`src/iep_defines.vh`:
```
// constants for the interrupt enable and priority block
`ifndef IEP_DEFINES_VH
`define IEP_DEFINES_VH

// register addresses on the special function register port
`define IEP_ADDR_EN_MAIN      8'hA8
`define IEP_ADDR_LVL_HI_MAIN  8'hB7
`define IEP_ADDR_LVL_LO_MAIN  8'hB8
`define IEP_ADDR_EN_EXT       8'hE8
`define IEP_ADDR_LVL_HI_EXT   8'hF7
`define IEP_ADDR_LVL_LO_EXT   8'hFF

// reset values
`define IEP_RST_EN_MAIN       8'h00
`define IEP_RST_EN_EXT        8'h00
`define IEP_RST_LVL           8'h00

// implemented bits; reserved positions read zero and ignore writes
`define IEP_MASK_MAIN         8'hFF
`define IEP_MASK_EN_EXT       8'hF7
`define IEP_MASK_LVL_EXT      8'hF3

// field positions in the main enable and main level registers
`define IEP_BIT_GLOBAL        7
`define IEP_BIT_ADC           6
`define IEP_BIT_BROWNOUT      5
`define IEP_BIT_UART          4
`define IEP_BIT_TIMER1        3
`define IEP_BIT_EXT1          2
`define IEP_BIT_TIMER0        1
`define IEP_BIT_EXT0          0
`define IEP_BIT_CAP_LVL       7

// field positions in the extended enable and extended level registers
`define IEP_BIT_TIMER2        7
`define IEP_BIT_SPI           6
`define IEP_BIT_PWM           5
`define IEP_BIT_WDOG          4
`define IEP_BIT_CAP_EN        2
`define IEP_BIT_KEYPAD        1
`define IEP_BIT_I2C           0

// source count and arbitration ranks, 0 is served first
`define IEP_NUM_SRC           14
`define IEP_RANK_EXT0         0
`define IEP_RANK_BROWNOUT     1
`define IEP_RANK_WDOG         2
`define IEP_RANK_TIMER0       3
`define IEP_RANK_I2C          4
`define IEP_RANK_ADC          5
`define IEP_RANK_EXT1         6
`define IEP_RANK_KEYPAD       7
`define IEP_RANK_TIMER1       8
`define IEP_RANK_UART         9
`define IEP_RANK_PWM          10
`define IEP_RANK_SPI          11
`define IEP_RANK_TIMER2       12
`define IEP_RANK_CAPTURE      13

// number of priority levels
`define IEP_NUM_LVL           4

`endif

```
`src/iep_arbiter.v`:
```
// level and rank arbiter picking the winning pending source
`timescale 1ns/1ps
`default_nettype none

module iep_arbiter #(
    parameter NSRC = 14
) (
    input  wire [NSRC-1:0]   pend,
    input  wire [2*NSRC-1:0] lvl,
    output reg               found,
    output reg  [3:0]        win_idx,
    output reg  [1:0]        win_lvl
);

    integer i;

    // scan in rank order; strictly greater level replaces the winner,
    // so among equal levels the lower rank index keeps the win
    always @* begin
        found   = 1'b0;
        win_idx = 4'h0;
        win_lvl = 2'h0;
        for (i = 0; i < NSRC; i = i + 1) begin
            if (pend[i] && (!found || lvl[2*i +: 2] > win_lvl)) begin
                found   = 1'b1;
                win_idx = i[3:0];
                win_lvl = lvl[2*i +: 2];
            end
        end
    end

endmodule

`default_nettype wire

```
`src/iep_top.v`:
```
// interrupt enable, four-level priority and in-service tracking
`timescale 1ns/1ps
`default_nettype none
`include "iep_defines.vh"

// Functional notes
// - global gate bit 7 of main enable blocks all; else per-source enables apply
// - uart enable passes either transmit-done or receive-done flag, blocks both
// - timer 1 enable at main enable bit 3 gates timer 1 overflow
// - timer 0 enable at main enable bit 1 gates timer 0 overflow
// - main enable bit 2 gates external pin 1, bit 0 external pin 0
// - adc enable at bit 6, brownout enable at bit 5 of main enable
// - main enable register resets to all zeros
// - extended enable holds timer 2 bit 7, spi bit 6, pwm brake bit 5
// - extended enable: watchdog 4, capture 2, keypad 1, i2c 0; bit 3 reserved
// - level is high-register bit over low-register bit at same position
// - main low level bits 7..0: capture adc brownout uart t1 ext1 t0 ext0
// - main high level register uses the same order, resets to zero
// - extended low level: t2 spi pwm watchdog, 3:2 reserved, keypad i2c
// - extended high level mirrors extended low level layout, resets zero
// - pair 00 is level 0 lowest up to 11 level 3 highest
// - only a strictly higher level preempts; level 3 is never preempted
// - equal levels resolve by fixed rank, external 0 first, capture last
// - only return-from-service ends the in-service state of a level
module iep_top #(
    parameter NSRC = `IEP_NUM_SRC
) (
    input  wire       ref_clk,
    input  wire       sys_rst,
    input  wire [7:0] sfr_addr,
    input  wire       sfr_wr_en,
    input  wire [7:0] sfr_wdata,
    output wire [7:0] sfr_rdata,
    input  wire       ext_irq_pin_zero,
    input  wire       ext_irq_pin_one,
    input  wire       brownout_detector,
    input  wire       watchdog_flag,
    input  wire       timer0_overflow_flag,
    input  wire       timer1_overflow_flag,
    input  wire       timer2_flag,
    input  wire       i2c_flag,
    input  wire       adc_flag,
    input  wire       keypad_flag,
    input  wire       uart_tx_done_flag,
    input  wire       uart_rx_done_flag,
    input  wire       pwm_brake_flag,
    input  wire       spi_flag,
    input  wire       capture_flag,
    input  wire       cpu_irq_ack,
    input  wire       return_from_service,
    output wire       irq_req,
    output wire [3:0] irq_src,
    output wire [1:0] irq_level,
    output wire [3:0] in_service
);

    ////////////////////////////////////////////////////////////////////
    // registers

    reg [7:0] en_main_q;
    reg [7:0] en_ext_q;
    reg [7:0] lvl_hi_main_q;
    reg [7:0] lvl_lo_main_q;
    reg [7:0] lvl_hi_ext_q;
    reg [7:0] lvl_lo_ext_q;
    reg [7:0] rdata_q;
    reg [7:0] rdata_d;
    reg       irq_req_q;
    reg [3:0] irq_src_q;
    reg [1:0] irq_level_q;
    reg [3:0] in_svc_q;
    reg [3:0] in_svc_d;

    wire [NSRC-1:0]   flag_vec;
    wire [NSRC-1:0]   en_vec;
    wire [NSRC-1:0]   lo_vec;
    wire [NSRC-1:0]   hi_vec;
    wire [NSRC-1:0]   pend;
    wire [2*NSRC-1:0] lvl_flat;
    wire              found;
    wire [3:0]        win_idx;
    wire [1:0]        win_lvl;
    wire              global_irq_gate;
    wire              svc_any;
    wire [1:0]        svc_top;
    wire [2:0]        svc_code;
    wire              may_preempt;

    ////////////////////////////////////////////////////////////////////
    // functions

    // reorder a main/extended register pair into rank order; the
    // capture bit sits in the extended enable but in the main level
    // registers, so the caller says which one it comes from
    function [13:0] rank_vec;
        input [7:0] m;
        input [7:0] x;
        input       cap_ext;
        begin
            rank_vec                     = 14'h0000;
            rank_vec[`IEP_RANK_EXT0]     = m[`IEP_BIT_EXT0];
            rank_vec[`IEP_RANK_BROWNOUT] = m[`IEP_BIT_BROWNOUT];
            rank_vec[`IEP_RANK_WDOG]     = x[`IEP_BIT_WDOG];
            rank_vec[`IEP_RANK_TIMER0]   = m[`IEP_BIT_TIMER0];
            rank_vec[`IEP_RANK_I2C]      = x[`IEP_BIT_I2C];
            rank_vec[`IEP_RANK_ADC]      = m[`IEP_BIT_ADC];
            rank_vec[`IEP_RANK_EXT1]     = m[`IEP_BIT_EXT1];
            rank_vec[`IEP_RANK_KEYPAD]   = x[`IEP_BIT_KEYPAD];
            rank_vec[`IEP_RANK_TIMER1]   = m[`IEP_BIT_TIMER1];
            rank_vec[`IEP_RANK_UART]     = m[`IEP_BIT_UART];
            rank_vec[`IEP_RANK_PWM]      = x[`IEP_BIT_PWM];
            rank_vec[`IEP_RANK_SPI]      = x[`IEP_BIT_SPI];
            rank_vec[`IEP_RANK_TIMER2]   = x[`IEP_BIT_TIMER2];
            if (cap_ext) begin
                rank_vec[`IEP_RANK_CAPTURE] = x[`IEP_BIT_CAP_EN];
            end else begin
                rank_vec[`IEP_RANK_CAPTURE] = m[`IEP_BIT_CAP_LVL];
            end
        end
    endfunction

    // highest level currently in service, bit 2 says any is active
    function [2:0] top_level;
        input [3:0] svc;
        begin
            if (svc[3]) begin
                top_level = 3'h7;
            end else if (svc[2]) begin
                top_level = 3'h6;
            end else if (svc[1]) begin
                top_level = 3'h5;
            end else if (svc[0]) begin
                top_level = 3'h4;
            end else begin
                top_level = 3'h0;
            end
        end
    endfunction

    ////////////////////////////////////////////////////////////////////
    // register writes

    // reserved positions are masked so they never store a one
    always @(posedge ref_clk or posedge sys_rst) begin
        if (sys_rst) begin
            en_main_q     <= `IEP_RST_EN_MAIN;
            en_ext_q      <= `IEP_RST_EN_EXT;
            lvl_hi_main_q <= `IEP_RST_LVL;
            lvl_lo_main_q <= `IEP_RST_LVL;
            lvl_hi_ext_q  <= `IEP_RST_LVL;
            lvl_lo_ext_q  <= `IEP_RST_LVL;
        end else if (sfr_wr_en) begin
            case (sfr_addr)
                `IEP_ADDR_EN_MAIN: begin
                    en_main_q <= sfr_wdata & `IEP_MASK_MAIN;
                end
                `IEP_ADDR_EN_EXT: begin
                    en_ext_q <= sfr_wdata & `IEP_MASK_EN_EXT;
                end
                `IEP_ADDR_LVL_HI_MAIN: begin
                    lvl_hi_main_q <= sfr_wdata & `IEP_MASK_MAIN;
                end
                `IEP_ADDR_LVL_LO_MAIN: begin
                    lvl_lo_main_q <= sfr_wdata & `IEP_MASK_MAIN;
                end
                `IEP_ADDR_LVL_HI_EXT: begin
                    lvl_hi_ext_q <= sfr_wdata & `IEP_MASK_LVL_EXT;
                end
                `IEP_ADDR_LVL_LO_EXT: begin
                    lvl_lo_ext_q <= sfr_wdata & `IEP_MASK_LVL_EXT;
                end
                default: begin
                    en_main_q <= en_main_q;
                end
            endcase
        end
    end

    ////////////////////////////////////////////////////////////////////
    // register reads

    // read data is registered, so it follows the address by one edge;
    // unmapped addresses answer zero so other blocks can be or-ed in
    always @* begin
        case (sfr_addr)
            `IEP_ADDR_EN_MAIN:     rdata_d = en_main_q;
            `IEP_ADDR_EN_EXT:      rdata_d = en_ext_q;
            `IEP_ADDR_LVL_HI_MAIN: rdata_d = lvl_hi_main_q;
            `IEP_ADDR_LVL_LO_MAIN: rdata_d = lvl_lo_main_q;
            `IEP_ADDR_LVL_HI_EXT:  rdata_d = lvl_hi_ext_q;
            `IEP_ADDR_LVL_LO_EXT:  rdata_d = lvl_lo_ext_q;
            default:               rdata_d = 8'h00;
        endcase
    end

    always @(posedge ref_clk or posedge sys_rst) begin
        if (sys_rst) begin
            rdata_q <= 8'h00;
        end else begin
            rdata_q <= rdata_d;
        end
    end

    ////////////////////////////////////////////////////////////////////
    // source gating and level forming

    assign global_irq_gate = en_main_q[`IEP_BIT_GLOBAL];

    // uart raises one request for either flag; the single enable
    // below therefore passes or blocks both causes together
    assign flag_vec[`IEP_RANK_EXT0]     = ext_irq_pin_zero;
    assign flag_vec[`IEP_RANK_BROWNOUT] = brownout_detector;
    assign flag_vec[`IEP_RANK_WDOG]     = watchdog_flag;
    assign flag_vec[`IEP_RANK_TIMER0]   = timer0_overflow_flag;
    assign flag_vec[`IEP_RANK_I2C]      = i2c_flag;
    assign flag_vec[`IEP_RANK_ADC]      = adc_flag;
    assign flag_vec[`IEP_RANK_EXT1]     = ext_irq_pin_one;
    assign flag_vec[`IEP_RANK_KEYPAD]   = keypad_flag;
    assign flag_vec[`IEP_RANK_TIMER1]   = timer1_overflow_flag;
    assign flag_vec[`IEP_RANK_UART]     =
        uart_tx_done_flag | uart_rx_done_flag;
    assign flag_vec[`IEP_RANK_PWM]      = pwm_brake_flag;
    assign flag_vec[`IEP_RANK_SPI]      = spi_flag;
    assign flag_vec[`IEP_RANK_TIMER2]   = timer2_flag;
    assign flag_vec[`IEP_RANK_CAPTURE]  = capture_flag;

    // enable bits by position
    assign en_vec = rank_vec(en_main_q, en_ext_q, 1'b1);
    // level bits share one layout per register pair
    assign lo_vec = rank_vec(lvl_lo_main_q, lvl_lo_ext_q, 1'b0);
    assign hi_vec = rank_vec(lvl_hi_main_q, lvl_hi_ext_q, 1'b0);

    // per source: gate the flag and pack the level pair
    genvar g;
    generate
        for (g = 0; g < NSRC; g = g + 1) begin : g_src
            assign pend[g] = flag_vec[g] & en_vec[g]
                           & global_irq_gate;
            // high bit over low bit, 00 lowest to 11 highest
            assign lvl_flat[2*g +: 2] = {hi_vec[g], lo_vec[g]};
        end
    endgenerate

    ////////////////////////////////////////////////////////////////////
    // arbitration

    // highest level wins, ties by rank order of the index
    iep_arbiter #(
        .NSRC    (NSRC)
    ) u_arb (
        .pend    (pend),
        .lvl     (lvl_flat),
        .found   (found),
        .win_idx (win_idx),
        .win_lvl (win_lvl)
    );

    // decode once; bit 2 flags any service, the low pair is its level
    assign svc_code = top_level(in_svc_q);
    assign svc_any  = svc_code[2];
    assign svc_top  = svc_code[1:0];

    // a level-3 service can never be beaten since nothing exceeds it
    assign may_preempt = found && (!svc_any || win_lvl > svc_top);

    ////////////////////////////////////////////////////////////////////
    // request to the core

    // the request is re-evaluated every cycle, so a lower source that
    // is overtaken simply yields; an ack itself takes the request down at
    // its edge, and the in-service mark keeps it down on later evaluations
    always @(posedge ref_clk or posedge sys_rst) begin
        if (sys_rst) begin
            irq_req_q   <= 1'b0;
            irq_src_q   <= 4'h0;
            irq_level_q <= 2'h0;
        end else if (cpu_irq_ack) begin
            irq_req_q   <= 1'b0; // avoid a second call on the same grant
            irq_src_q   <= irq_src_q;
            irq_level_q <= irq_level_q;
        end else begin
            irq_req_q   <= may_preempt;
            irq_src_q   <= win_idx;
            irq_level_q <= win_lvl;
        end
    end

    ////////////////////////////////////////////////////////////////////
    // in-service levels

    // a plain return does not reach this block at all, so the level
    // stays marked until the core reports a return-from-service
    always @* begin
        in_svc_d = in_svc_q;
        if (return_from_service && svc_any) begin
            in_svc_d[svc_top] = 1'b0;
        end
        if (cpu_irq_ack && irq_req_q) begin
            in_svc_d[irq_level_q] = 1'b1;
        end
    end

    always @(posedge ref_clk or posedge sys_rst) begin
        if (sys_rst) begin
            in_svc_q <= 4'h0;
        end else begin
            in_svc_q <= in_svc_d;
        end
    end

    ////////////////////////////////////////////////////////////////////
    // outputs

    assign sfr_rdata  = rdata_q;
    assign irq_req    = irq_req_q;
    assign irq_src    = irq_src_q;
    assign irq_level  = irq_level_q;
    assign in_service = in_svc_q;

endmodule

`default_nettype wire

```
`config.mk`:
```
export PLATFORM = sky130hd
export DESIGN_NAME = iep_top
export DESIGN_NICKNAME = d
export VERILOG_FILES = /design/src/iep_arbiter.v /design/src/iep_top.v
export VERILOG_INCLUDE_DIRS = /design/src
export SDC_FILE = /design/constraint.sdc
export NUM_CORES = 1
export LEC_CHECK = 0
export BUFFER_PORTS_ARGS = -buffer_cell sky130_fd_sc_hd__buf_4
export CORE_ASPECT_RATIO = 0.7
export CORE_MARGIN = 10
export CORE_UTILIZATION = 55
export CTS_BUF_LIST = sky130_fd_sc_hd__clkbuf_2 sky130_fd_sc_hd__clkbuf_4 sky130_fd_sc_hd__clkbuf_8
export CTS_CLUSTER_DIAMETER = 200
export DETAILED_ROUTE_END_ITERATION = 8
export PLACE_DENSITY = 0.77
export SLEW_MARGIN = 10
export SYNTH_ARGS = -nofsm -noshare
export SYNTH_HDL_FRONTEND = slang
export SYNTH_SLANG_ARGS = --single-unit
export TNS_END_PERCENT = 1
```
`constraint.sdc`:
```
create_clock -name ref_clk -period 29.4 [get_ports ref_clk]
set_input_delay 2.94 -clock ref_clk [delete_from_list [all_inputs] [get_ports ref_clk]]
set_output_delay 2.94 -clock ref_clk [all_outputs]
set_load 0.005 [all_outputs]
```
==> results.txt <==
result of the run - complete, no violations
Core Area - 6913 µm²
maximum operating frequency - 51.10 MHz
CP required - 29.63 ns
number of diodes - 0
distinct cell type count after synthesis - 50
total routing resource utilization after global routing - 0.2179
Synth Instances - 413
Lkg Pwr - 2.368 nW
critical path start-end classification - in2reg
area of the mapped netlist - 3998 µm²
# DRC - 0
non-filler cells, final - 578
category of cells accounting for the largest share of critical-path delay - compound AO/OA/AOI/OAI gates
fillcell total - 563
post-CTS setup buffers - 0
post-layout net count - 538
Seq pwr share - 0.489
final number of max-transition violations - 0
Area Overhead vs Synth - 19.00%
standard cell with the maximum stage delay on the critical path - sky130_fd_sc_hd__nor4_1
ratio of cells with drive above 1 in the final layout - 0.2769
CP Launch Type - primary input
proportion of netlist area held by the largest area contributor - 0.3881
register clock-pin slew on the reported worst setup and hold paths - 0.07 ns
number of gates given a new drive strength after cts - 0
Mean Syn Cell Area - 9.679 µm²
Worst Reg-to-Reg Cells - 83
synthesis warning total - 0
count of buffers inserted at the top-level ports - 54
number of detailed-routing iterations run before antenna repair - 6
setup tns final - 0 ns
CTS hold repair buffers - 0
clock sink count - 62
Internal Dissipation - 0.0001392 W
Clk Latency, worst-skew pair - 0.35 ns
floorplan die width - 121.9 µm
number of buffer and inverter stages on the critical path - 3
global placement routability congestion - 0.9704
Synth async-reset ratio - 1.000
timing startpoint of the critical path - ext_irq_pin_zero
worst vdd ir - 0.02980 mV
worst rel slew slack - 0.4539
die span in y - 91.33 µm
CP max stage delay - 0.58 ns
average wire length per cell after detail routing - 20.61 µm
clock share of power - 0.413
share of power burned in combinational logic - 0.098
number of synthesized flops with an enable pin - 0
worst r2r src - en_main_q[7]$_DFFE_PP0P_
startpoint of the most critical hold path - irq_src[1]$_DFFE_PP0N_
vias - 3672
routed wire length - 11910 µm
dpl cells - 562
highest fanout seen on the critical path - 11
most instantiated library cell after synthesis - sky130_fd_sc_hd__dfrtp_1
antenna violations before repair - 0
Pwr Density - 39.76 nW/µm²
number of nets with antenna violations after routing - 0
Most Frequent Cell on Critical Path - sky130_fd_sc_hd__ha_1
half-perimeter wire length after placement - 9018 µm
switching power share of the total - 0.2641
hold path endpoint - irq_src[1]$_DFFE_PP0N_
RSZ-0062 raised after global routing - no
endpoint class of the critical path - register
vias in the first global route - 3667
TritonCTS clock tree - done
cell taking the most area after synthesis - sky130_fd_sc_hd__dfrtp_1
Max-Cap Viols - 0
maximum number of pins on one net before global-route repair - 63
ranking of synthesized cells by area - sky130_fd_sc_hd__dfrtp_1 (39%), sky130_fd_sc_hd__mux2_2 (13%), sky130_fd_sc_hd__ha_1 (7.2%)
switching power total - 0.00004994 W
buffer type at the clock tree root - sky130_fd_sc_hd__clkbuf_8
net count of the mapped netlist - 472
slew of the pin with the lowest slew margin - 0.8192 ns
final clock period utilization by the worst path - 0.6656
number of hold violations in the final report - 0
total congestion overflow - 0
maximum level of the CTS H-tree - 3
Worst EP arrival - 19.80 ns
clock buffer count from CTS - 9
Worst Hold Path Cells - 1
number of ports placed on the die boundary - 55
slack of the worst reg-to-reg path - 11.88 ns
Hold Crit Class - reg2reg
clock skew after layout - 0.01510 ns
DIE AREA - 11130 µm²
initial standard-cell utilization of the core - 0.5783
top cells by instance count after synthesis - sky130_fd_sc_hd__dfrtp_1 (62), sky130_fd_sc_hd__nand2_1 (48), sky130_fd_sc_hd__mux2_2 (47)
capturing point of the worst reg2reg path - irq_req$_DFF_PP0_
Setup violations, final - 0
Bufs on Longest Clock Path - 2
number of DRC markers in iteration 0 - 396
Final Critical Period - 19.57 ns
flip-flop and latch count after synthesis - 62
portion of the post-synthesis area used by sequential elements - 0.3881
number of rows created at floorplan - 25
most used flip-flop cell after synthesis - sky130_fd_sc_hd__dfrtp_1
post-detailed-route via-to-cell ratio - 6.353
first-pass GRT wire length - 19440 µm
==> metal layers <==
metal | up-vias | part of all wire | GRT usage
met2 | 199 | 0.44 | 0.3211
met5 | - | 0 | 0
li1 | 1684 | - | -
met1 | 1761 | 0.45 | 0.3001
met3 | 28 | 0.099 | 0.06926
met4 | 0 | 0.014 | 0.05545
==> flip-flops by register name, indices dropped and copies added (netlist names) <==
register	flops
en_main_q	8
lvl_hi_main_q	8
lvl_lo_main_q	8
sfr_rdata	8
en_ext_q	7
lvl_hi_ext_q	6
lvl_lo_ext_q	6
in_service	4
irq_src	4
irq_level	2
irq_req	1
==> power by group through the flow <==
stage	registers [W]	logic, W	clock network [W]
after floorplan	0.0000924	0.0000102	0
after global placement	0.0000937	0.0000176	0
after detailed placement	0.0000940	0.0000184	0
after CTS	0.0000923	0.0000185	0.0000793
after global routing	0.0000929	0.0000207	0.0000836
final	0.0000925	0.0000185	0.0000781
==> cell usage in the layout (no fill, tap or decap), drive strengths merged, types with 8 or more instances in the layout <==
cell type	count
dfrtp	62
buf	61
nand2	48
mux2	47
inv	27
nor2	25
ha	23
nand3	20
a22oi	19
o21ai	17
a21oi	13
clkbuf	10
nor2b	9
nor3	8
==> stage by stage <==
stage / setup WS [ns] / utilization / instance area (µm²) / power [W] / hold slack, ns
after floorplan: 11.82 / - / 3998 / 0.0001026 / 0.4737
after global placement: 10.24 / 0.6583 / 4551 / 0.0001113 / 0.5103
after detailed placement: 9.811 / 0.6583 / 4551 / 0.0001124 / 0.5245
after CTS: 10.10 / 0.6881 / 4757 / 0.0001901 / 0.5394
after global routing: 8.428 / 0.6881 / 4757 / 0.0001972 / 0.5698
final: 9.832 / 0.6881 / 4757 / 0.0001891 / 0.5429
==> cell type report <==
type	instances	area, µm²	share of cell area
multi-input combinational	319	2326	0.4890
sequential	62	1551	0.3261
timing repair buffer	61	457.9	0.09627
clock buffer	10	137.6	0.02893
tap	94	117.6	0.02472
inverter	26	97.59	0.02052
clock inverter	6	68.82	0.01447
==> cells by family (layout without fill, tap and decap cells) <==
kind of cell               count (synthesis)  count (layout)  synth area share
adders and majority gates                 23              23           0.07199
AOI/OAI and AO/OA                        105             105            0.2025
buffers and inverters                     32             103           0.03005
and+or+nand+nor                          141             141            0.1674
DFF                                       62              62            0.3881
muxes                                     50              50            0.1399
==> worst max-delay path by stage <==
stage | endpoint | cells past startpoint
floorplan | irq_req$_DFF_PP0_ | 79
global placement | irq_req$_DFF_PP0_ | 83
detailed placement | irq_req$_DFF_PP0_ | 80
CTS | irq_req$_DFF_PP0_ | 83
global route | irq_req$_DFF_PP0_ | 84
finish | irq_req$_DFF_PP0_ | 83
Power figures use the tool's default switching activity.
